`src/logic/bit_branch_pkg.sv`:
```
// Package with opcode classes, bit-address layout and shared carrier types for the bit and branch unit
package bit_branch_pkg;
  localparam int ADDR_W = 16;
  localparam int BYTE_W = 8;
  localparam logic [7:0] BIT_SPACE_SPLIT = 8'h80;
  localparam logic [7:0] BIT_SPACE_LAST = 8'hFF;
  localparam int RAM_BIT_COUNT = 128;
  localparam int SFR_BIT_COUNT = 128;
  localparam logic [7:0] RAM_BIT_BASE = 8'h20;
  localparam int BIT_POS_W = 3;
  localparam logic [7:0] SFR_ALIGN_MASK = 8'hF8;
  localparam logic [7:0] PSW_ADDR = 8'hD0;
  localparam int CARRY_POS = 7;
  localparam logic [ADDR_W-1:0] PAGE_HIGH_MASK = 16'hF800;
  localparam logic [ADDR_W-1:0] PAGE_LOW_MASK = 16'h07FF;
  localparam logic [ADDR_W-1:0] LEN_SHORT = 16'h0002;
  localparam logic [ADDR_W-1:0] LEN_LONG = 16'h0003;
  localparam logic [7:0] ZERO_BYTE = 8'h00;
  localparam logic [7:0] ONE_BYTE = 8'h01;

  typedef enum logic [4:0] {
    OP_NOP, OP_MOV_C_BIT, OP_MOV_BIT_C, OP_CLR_C, OP_CLR_BIT, OP_SET_C, OP_SET_BIT,
    OP_CPL_C, OP_CPL_BIT, OP_AND_C, OP_ANDN_C, OP_OR_C, OP_ORN_C,
    OP_JC, OP_JNC, OP_JB, OP_JNB, OP_JBC,
    OP_SHORT_RELATIVE_JUMP, OP_LONG_ABSOLUTE_JUMP, OP_PAGE_ABSOLUTE_JUMP, OP_JMP_IDX, OP_LONG_SUBROUTINE_CALL, OP_PAGE_SUBROUTINE_CALL, OP_RET, OP_INTERRUPT_RETURN,
    OP_JZ, OP_JNZ, OP_DECREMENT_BRANCH_NONZERO, OP_COMPARE_BRANCH_UNEQUAL
  } op_type;

  typedef struct packed {
    op_type op;
    logic [ADDR_W-1:0] pc;
    logic [7:0] bit_addr;
    logic [7:0] rel;
    logic [ADDR_W-1:0] target16;
    logic [10:0] target11;
    logic [7:0] opnd_a;
    logic [7:0] opnd_b;
    logic [7:0] acc;
    logic [ADDR_W-1:0] data_pointer16;
    logic [ADDR_W-1:0] ret_addr;
    logic bit_val;
  } instr_type;

  typedef struct packed {
    logic valid;
    logic ram_space;
    logic [7:0] byte_addr;
    logic [BIT_POS_W-1:0] pos;
    logic value;
  } bit_wr_type;
endpackage

```
`src/logic/bit_addr_decode.sv`:
```
// Splits a direct bit address into its storage byte and bit position
`timescale 1ns/1ps
module bit_addr_decode (
  input wire logic [7:0] bit_addr, // Direct bit address
  output logic ram_space, // High for lower RAM bit page
  output logic [7:0] byte_addr, // Byte holding the bit
  output logic [2:0] pos // Bit position in that byte
);
  import bit_branch_pkg::*;
  wire logic in_ram = bit_addr < BIT_SPACE_SPLIT; // [RULE1]
  wire logic [7:0] ram_byte = RAM_BIT_BASE + {4'h0, bit_addr[6:3]}; // [RULE2]
  wire logic [7:0] sfr_byte = bit_addr & SFR_ALIGN_MASK; // [RULE22]
  assign ram_space = in_ram;
  assign byte_addr = in_ram ? ram_byte : sfr_byte;
  assign pos = bit_addr[BIT_POS_W-1:0];
endmodule

```
`src/logic/bit_branch_unit.sv`:
```
// Boolean processor and program-flow execution unit of the 8-bit core
// Summary of operation
// [RULE1] Bit addresses below 80h hit lower RAM, 80h to FFh hit register space.
// [RULE2] 128 RAM bits and up to 128 register bits are addressable.
// [RULE3] Bit operands come only from a direct address byte.
// [RULE4] Carry is the bit accumulator and also sits at its own bit address.
// [RULE5] Move, clear, set, complement, AND and OR with carry are supported.
// [RULE6] No bit exclusive-OR exists; software builds it.
// [RULE7] Jumps on carry set, carry clear, bit set and bit clear.
// [RULE8] Jump-bit-set-and-clear branches on one and clears the bit.
// [RULE9] Relative target is next-instruction address plus signed offset byte.
// [RULE10] Short relative jump is two bytes long.
// [RULE11] Long jump is three bytes and loads a full 16-bit target.
// [RULE12] Page jump swaps the low 11 PC bits, keeps the high 5.
// [RULE13] Indexed jump goes to data pointer plus accumulator.
// [RULE14] Long call reaches anywhere with a 16-bit target.
// [RULE15] Page call uses 11 bits within the 2K block of the next instruction.
// [RULE16] Return resumes after the originating call.
// [RULE17] Interrupt return also signals end of service to interrupt logic.
// [RULE18] Zero tests look at the accumulator; no zero flag exists.
// [RULE19] Decrement-and-branch jumps when the decremented value is nonzero.
// [RULE20] Compare-and-branch jumps only when operands differ.
// [RULE21] Compare sets carry when first is unsigned-less than second.
// [RULE22] Register bit selects byte with low three bits cleared, position from them.
`timescale 1ns/1ps
module bit_branch_unit #(
  parameter int PC_W = 16 // Program counter width
) (
  input wire logic clk, // Core clock
  input wire logic reset, // Synchronous reset, active high
  input wire logic ce, // Clock enable, freezes state when low
  input wire logic exec_valid, // One-cycle strobe: execute instr
  input wire bit_branch_pkg::instr_type instr, // Decoded instruction and operands
  input wire logic carry_in, // Current carry from status word
  output logic done_reg, // Pulse: results below valid
  output logic [PC_W-1:0] pc_reg, // Next program counter
  output logic taken_reg, // Branch was taken
  output logic carry_we_reg, // Carry write enable
  output logic carry_reg, // New carry value
  output bit_branch_pkg::bit_wr_type bit_wr_reg, // Bit write request
  output logic byte_we_reg, // Byte operand write enable
  output logic [7:0] byte_reg, // New byte value (decrement result)
  output logic push_reg, // Push return address
  output logic [PC_W-1:0] push_addr_reg, // Return address to push
  output logic pop_reg, // Pop return address
  output logic irq_done_reg // Pulse: interrupt service finished
);
  import bit_branch_pkg::*;

  initial begin
    if (PC_W != ADDR_W) $error("PC_W must equal ADDR_W");
  end

  op_type op;
  assign op = instr.op;

  wire logic ram_sp;
  wire logic [7:0] byte_a;
  wire logic [2:0] pos;
  // Bit operand always arrives as a direct address; no register indirection exists
  bit_addr_decode u_dec ( // [RULE3]
    .bit_addr(instr.bit_addr),
    .ram_space(ram_sp),
    .byte_addr(byte_a),
    .pos(pos)
  );

  // Carry is also a bit of the status word, so the bit path must read the live carry
  wire logic is_carry_bit = (byte_a == PSW_ADDR) && (pos == 3'(CARRY_POS)); // [RULE4]
  wire logic bv = is_carry_bit ? carry_in : instr.bit_val;

  wire logic [PC_W-1:0] len = (op == OP_LONG_ABSOLUTE_JUMP || op == OP_LONG_SUBROUTINE_CALL || op == OP_COMPARE_BRANCH_UNEQUAL || op == OP_JB ||
                               op == OP_JNB || op == OP_JBC) ? LEN_LONG : LEN_SHORT; // [RULE10] [RULE11]
  wire logic [PC_W-1:0] next_pc = instr.pc + len;
  wire logic [PC_W-1:0] rel_tgt = next_pc + {{8{instr.rel[7]}}, instr.rel}; // [RULE9]
  wire logic [PC_W-1:0] page_tgt = (next_pc & PAGE_HIGH_MASK) | {5'h00, instr.target11}; // [RULE12] [RULE15]
  wire logic [PC_W-1:0] idx_tgt = instr.data_pointer16 + {8'h00, instr.acc}; // [RULE13]
  wire logic [7:0] dec_val = instr.opnd_a - ONE_BYTE;

  // Bit logic into carry; no exclusive-OR class exists in op_type [RULE6]
  logic c_we;
  logic c_val;
  always_comb begin
    c_we = 1'b1;
    case (op)
      OP_MOV_C_BIT: c_val = bv; // [RULE5]
      OP_CLR_C: c_val = 1'b0;
      OP_SET_C: c_val = 1'b1;
      OP_CPL_C: c_val = ~carry_in;
      OP_AND_C: c_val = carry_in & bv;
      OP_ANDN_C: c_val = carry_in & ~bv;
      OP_OR_C: c_val = carry_in | bv;
      OP_ORN_C: c_val = carry_in | ~bv;
      OP_COMPARE_BRANCH_UNEQUAL: c_val = instr.opnd_a < instr.opnd_b; // [RULE21]
      default: begin
        c_we = 1'b0;
        c_val = carry_in;
      end
    endcase
  end

  logic b_we;
  logic b_val;
  always_comb begin
    b_we = 1'b1;
    case (op)
      OP_MOV_BIT_C: b_val = carry_in; // [RULE5]
      OP_CLR_BIT: b_val = 1'b0;
      OP_SET_BIT: b_val = 1'b1;
      OP_CPL_BIT: b_val = ~bv;
      OP_JBC: begin
        b_we = bv; // [RULE8]
        b_val = 1'b0;
      end
      default: begin
        b_we = 1'b0;
        b_val = 1'b0;
      end
    endcase
  end

  logic tk;
  logic [PC_W-1:0] tgt;
  always_comb begin
    tk = 1'b0;
    tgt = next_pc;
    case (op)
      OP_JC: tk = carry_in; // [RULE7]
      OP_JNC: tk = ~carry_in;
      OP_JB: tk = bv;
      OP_JNB: tk = ~bv;
      OP_JBC: tk = bv; // [RULE8]
      OP_JZ: tk = (instr.acc == ZERO_BYTE); // [RULE18]
      OP_JNZ: tk = (instr.acc != ZERO_BYTE);
      OP_DECREMENT_BRANCH_NONZERO: tk = (dec_val != ZERO_BYTE); // [RULE19]
      OP_COMPARE_BRANCH_UNEQUAL: tk = (instr.opnd_a != instr.opnd_b); // [RULE20]
      OP_SHORT_RELATIVE_JUMP: tk = 1'b1; // [RULE10]
      OP_LONG_ABSOLUTE_JUMP: begin
        tk = 1'b1;
        tgt = instr.target16; // [RULE11]
      end
      OP_LONG_SUBROUTINE_CALL: begin
        tk = 1'b1;
        tgt = instr.target16; // [RULE14]
      end
      OP_PAGE_ABSOLUTE_JUMP, OP_PAGE_SUBROUTINE_CALL: begin
        tk = 1'b1;
        tgt = page_tgt; // [RULE12] [RULE15]
      end
      OP_JMP_IDX: begin
        tk = 1'b1;
        tgt = idx_tgt; // [RULE13]
      end
      OP_RET, OP_INTERRUPT_RETURN: begin
        tk = 1'b1;
        tgt = instr.ret_addr; // [RULE16]
      end
      default: tk = 1'b0;
    endcase
    if (tk && (op == OP_JC || op == OP_JNC || op == OP_JB || op == OP_JNB || op == OP_JBC ||
               op == OP_JZ || op == OP_JNZ || op == OP_DECREMENT_BRANCH_NONZERO || op == OP_COMPARE_BRANCH_UNEQUAL || op == OP_SHORT_RELATIVE_JUMP)) begin
      tgt = rel_tgt; // [RULE9]
    end
  end

  wire logic is_call = (op == OP_LONG_SUBROUTINE_CALL) || (op == OP_PAGE_SUBROUTINE_CALL);
  wire logic is_ret = (op == OP_RET) || (op == OP_INTERRUPT_RETURN);
  wire logic go = ce && exec_valid;

  bit_wr_type bw_next;
  assign bw_next = '{valid: b_we, ram_space: ram_sp, byte_addr: byte_a, pos: pos, value: b_val};

  always_ff @(posedge clk) begin
    if (reset) begin
      done_reg <= 1'b0;
      pc_reg <= '0;
      taken_reg <= 1'b0;
      carry_we_reg <= 1'b0;
      carry_reg <= 1'b0;
      bit_wr_reg <= '0;
      byte_we_reg <= 1'b0;
      byte_reg <= ZERO_BYTE;
      push_reg <= 1'b0;
      push_addr_reg <= '0;
      pop_reg <= 1'b0;
      irq_done_reg <= 1'b0;
    end else if (ce) begin
      done_reg <= exec_valid;
      taken_reg <= exec_valid && tk;
      carry_we_reg <= exec_valid && c_we;
      bit_wr_reg <= exec_valid ? bw_next : '0;
      byte_we_reg <= exec_valid && (op == OP_DECREMENT_BRANCH_NONZERO);
      push_reg <= exec_valid && is_call;
      pop_reg <= exec_valid && is_ret;
      irq_done_reg <= exec_valid && (op == OP_INTERRUPT_RETURN); // [RULE17]
      if (exec_valid) begin
        pc_reg <= tk ? tgt : next_pc;
        carry_reg <= c_val;
        byte_reg <= dec_val;
        push_addr_reg <= next_pc; // [RULE16]
      end
    end
  end

  a_jbc_clears_bit: assert property (@(posedge clk) disable iff (reset) // [RULE8]
    (go && op == OP_JBC && bv) |=> (taken_reg && bit_wr_reg.valid && !bit_wr_reg.value))
    else $error("bit-set-and-clear did not clear taken bit");
  a_jbc_no_branch: assert property (@(posedge clk) disable iff (reset) // [RULE8]
    (go && op == OP_JBC && !bv) |=> (!taken_reg && !bit_wr_reg.valid))
    else $error("bit-set-and-clear acted on zero bit");
  a_rel_target: assert property (@(posedge clk) disable iff (reset) // [RULE9]
    (go && op == OP_SHORT_RELATIVE_JUMP) |=> pc_reg == $past(instr.pc) + 16'h0002 + {{8{$past(instr.rel[7])}}, $past(instr.rel)})
    else $error("short jump target wrong");
  a_page_keeps_high: assert property (@(posedge clk) disable iff (reset) // [RULE12]
    (go && op == OP_PAGE_ABSOLUTE_JUMP) |=> (pc_reg[15:11] == $past(next_pc[15:11]) && pc_reg[10:0] == $past(instr.target11)))
    else $error("page jump altered high bits");
  a_idx_target: assert property (@(posedge clk) disable iff (reset) // [RULE13]
    (go && op == OP_JMP_IDX) |=> pc_reg == $past(instr.data_pointer16) + {8'h00, $past(instr.acc)})
    else $error("indexed jump target wrong");
  a_interrupt_return_signals: assert property (@(posedge clk) disable iff (reset) // [RULE17]
    (go && op == OP_INTERRUPT_RETURN) |=> (irq_done_reg && pop_reg) ##1 (!irq_done_reg || !ce || $past(exec_valid)))
    else $error("interrupt return signalling wrong");
  a_decrement_branch_nonzero_branch: assert property (@(posedge clk) disable iff (reset) // [RULE19]
    (go && op == OP_DECREMENT_BRANCH_NONZERO) |=> (taken_reg == (byte_reg != 8'h00)) && byte_we_reg)
    else $error("decrement branch decision wrong");
  a_compare_branch_unequal_carry: assert property (@(posedge clk) disable iff (reset) // [RULE21]
    (go && op == OP_COMPARE_BRANCH_UNEQUAL) |=> (carry_we_reg && carry_reg == ($past(instr.opnd_a) < $past(instr.opnd_b))
      && taken_reg == ($past(instr.opnd_a) != $past(instr.opnd_b))))
    else $error("compare carry or branch wrong");
  a_jz_acc: assert property (@(posedge clk) disable iff (reset) // [RULE18]
    (go && op == OP_JZ) |=> taken_reg == ($past(instr.acc) == 8'h00))
    else $error("zero jump ignored accumulator");
endmodule

```
`config.mk`:
```
export PLATFORM = sky130hd
export DESIGN_NAME = bit_branch_unit
export DESIGN_NICKNAME = d
export VERILOG_FILES = /design/src/logic/bit_branch_pkg.sv /design/src/logic/bit_addr_decode.sv /design/src/logic/bit_branch_unit.sv
export SDC_FILE = /design/constraint.sdc
export NUM_CORES = 1
export LEC_CHECK = 0
export ABC_AREA = 0
export BUFFER_PORTS_ARGS = -buffer_cell sky130_fd_sc_hd__buf_2
export CORE_UTILIZATION = 51
export CTS_CLUSTER_DIAMETER = 30
export DETAILED_ROUTE_END_ITERATION = 10
export PLACE_DENSITY = 0.84
export SYNTH_ARGS = -nofsm -noshare
export SYNTH_HDL_FRONTEND = slang
export SYNTH_HIERARCHICAL = 1
export SYNTH_SLANG_ARGS = --single-unit
```
`constraint.sdc`:
```
create_clock -name clk -period 4.55 [get_ports clk]
set_input_delay 0.2275 -clock clk [delete_from_list [all_inputs] [get_ports clk]]
set_output_delay 0.2275 -clock clk [all_outputs]
set_load 0.01 [all_outputs]
```
==> qor.csv <==
stage,metric,value,unit
power,total_power,1.74,mW
sta,skew,0,ps
die,die_y,103,µm
grt,grt_use_total,33.5,%
sta,worst_pin_slew,913,ps
power,leakagePower,3.03,nW
setup_path,worstPathArrival,4390,ps
yosys,yosysSeqAreaShare,24.0,%
power,p_per_area,269,nW/µm²
sta,period_share,90.6,%
yosys,syn_nets,829,
yosys,netlist_top_cells_area,"dfxtp_1, ha_1, nor2_1",
setup_path,cp_max_fo,11,
layout,drive_gt1_share,28.4,%
yosys,ys.flop_type,dfxtp_1,
cts,numCtsBuffers,9,
hold_path,hp-class,in -> reg,
cts,ctsResizeCount,0,
setup_path,reg2reg_to,pc_reg[11],
cts,postCtsHoldBufs,0,
setup_path,worst_setup_path_end_kind,flip-flop,
cts,cts_sinks,62,
die,die_w,103,µm
sta,grt_setup_unrepaired,false,
layout,n_antenna_cell,0,
drt,drt_iter0_drc,345,
cts,clk_pin_slew,80,ps
grt,grt_max_degree,74,
drt,top_layer,met4,
layout,final_common_cell,buf_2,
drt,dr_wl_met3,1420,µm
yosys,synth_edf_count,0,
yosys,netlist_area,5170,µm²
drt,drc,0,
cts,post-cts-setup-buffer-count,0,
grt,antenna_found_initial,0,
sta,finalSetupViolations,0,
cts,clock_path_buffers,2,
yosys,synth_warnings,6,
yosys,yosysTopAreaCellShare,24.0,%
die,initial_utilization,52.7,%
sta,fin_crit,4120,ps
drt,drt_first_pass_iters,8,
drt,vias_per_cell,6.04,
grt,grt_overflow,0,
yosys,syn_inst,666,
drt,routed_wl,18000,µm
die,rows,36,
die,core_area,9820,µm²
die,boundaryPins,188,
grt,grt_pass1_vias,5245,
run_status,status,"complete, no violations",
drt,wl_met2,8200,µm
drt,postRouteAntennaNets,0,
yosys,synthDistinctLibCells,76,
sta,max_freq,243,MHz
setup_path,reg2reg_depth,3,
layout,fin_nets,1008,
drt,vias,5939,
drt,wire_per_inst,18.3,µm
cts,clkLatencyLatePin,340,ps
setup_path,required,4820,ps
cts,root_buffer,clkbuf_8,
yosys,async_flop_share,0,%
setup_path,r2r_slack,3610,ps
drt,wl_met1,7910,µm
yosys,yosysTopAreaCell,dfxtp_1,
setup_path,critical_path_class,in -> reg,
setup_path,rr_startpoint,pc_reg[11],
layout,area_growth,25.5,%
cts,cts-htree-levels,3,
hold_path,hold_path_depth,3,
sta,hold_viol,0,
grt,grt_first_pass_wirelength,26800,µm
yosys,synth_seq_cells,62,
placed_design,dpl.hpwl,14100,µm
placed_design,portBuffers,187,
die,die_area,10600,µm²
sta,maxSlewHeadroom,39.0,%
cts,cts_tree,done,
sta,drv_slew,0,
power,ir_drop,0.000165,V
setup_path,start_kind,primary input,
placed_design,gp_congestion,0.947,
hold_path,hold_path.startpoint,instr[92],
hold_path,hold_end,bit_wr_reg[1],
sta,tns,0,ps
job,drv_cap,0,
yosys,synth.avg_cell_area,7.77,µm²
layout,final_cell_mix,"buf_2, nor2_1, dfxtp_1",
-- how the worst max path moves through the flow --
stage                     cells past startpoint         end  startpoint  slack [ps]
after detailed placement                     22  pc_reg[14]  instr[117]         110
after global routing                         22  pc_reg[14]  instr[117]         120
after floorplan                              19  pc_reg[14]  instr[119]         450
after CTS                                    22  pc_reg[14]  instr[117]         480
after global placement                       22  pc_reg[14]  instr[117]         230
final                                        22  pc_reg[14]  instr[117]         430
-- stage by stage --
stage          setup WS [ps]  std cells  instance area [µm²]  hold slack (ps)  utilization, %
2_1_floorplan            446        666                 5170              323               -
3_3_place_gp             230        967                 6260              448            63.8
3_5_place_dp             111        967                 6260              455            63.8
4_1_cts                  476        983                 6500              117            66.2
5_1_grt                  121        983                 6500              146            66.2
6_report                 429        983                 6500              120            66.2
-- power breakdown --
part | internal, mW | switching (mW) | leakage [nW]
combinational | 0.242 | 0.334 | 2.41
sequential | 0.573 | 0.0170 | 0.508
clock | 0.327 | 0.252 | 0.113
total | 1.14 | 0.603 | 3.03
-- final cells by class --
type                    instances  area (µm²)
clock inverters                 6        93.8
multi-input cells             531        3640
inverters                      33         124
repair buffers                208        1090
fillers                       911        3320
clock buffers                  10         138
flip-flops and latches         62        1240
well taps                     133         166
-- synth_stat cells, drive strengths merged, types with 6 or more instances --
library cell and instances:
nor4 6, inv 33, a211oi 30, nand2 43, nor2 82, buf 11, or3 7, nand4 7
o21ai 30, a222oi 7, a21oi 34, xor2 22, dfxtp 62, ha 35, a31oi 7, xnor2 22
nand2b 8, clkbuf 29, o211ai 9, nor3 16, a21o 9, nand3 17, and3 12, o21a 9
and4 7, a22oi 23
-- cell families (layout without fill, tap and decap cells) --
kind of cell,after synthesis,count (layout),share of synthesized area (%)
adder cells (fa/ha/maj),37,37,9.24
multiplexers,7,7,1.47
buffers and inverters,73,257,5.71
AO/OA/AOI/OAI,207,207,28.4
AND/OR/NAND/NOR,235,235,23.3
flip-flops,62,62,24.0
XOR/XNOR,45,45,7.88
-- worst max-delay path, cell delays in order --
cell and delay (ps):
buf_2 160, and2b_1 320, nand2_1 70, o21ai_0 80, a22o_1 170, a21o_1 140, ha_1 170, inv_1 40
ha_1 190, nor2b_1 170, nand4_1 240, nor2_1 190, xnor2_1 190, inv_1 80, ha_1 340, nand2_1 110
o21ai_0 280, a21oi_1 130, a21o_1 200, and4_1 180, or4_4 480, a311oi_2 230
-- routing by layer --
metal  global-route usage, %  vias up
li1                        -     2838
met1                    45.0     2744
met2                    53.8      318
met3                    5.42       39
met4                    13.1        0
met5                       0        -
No activity file was read; power rests on OpenSTA's default activity.
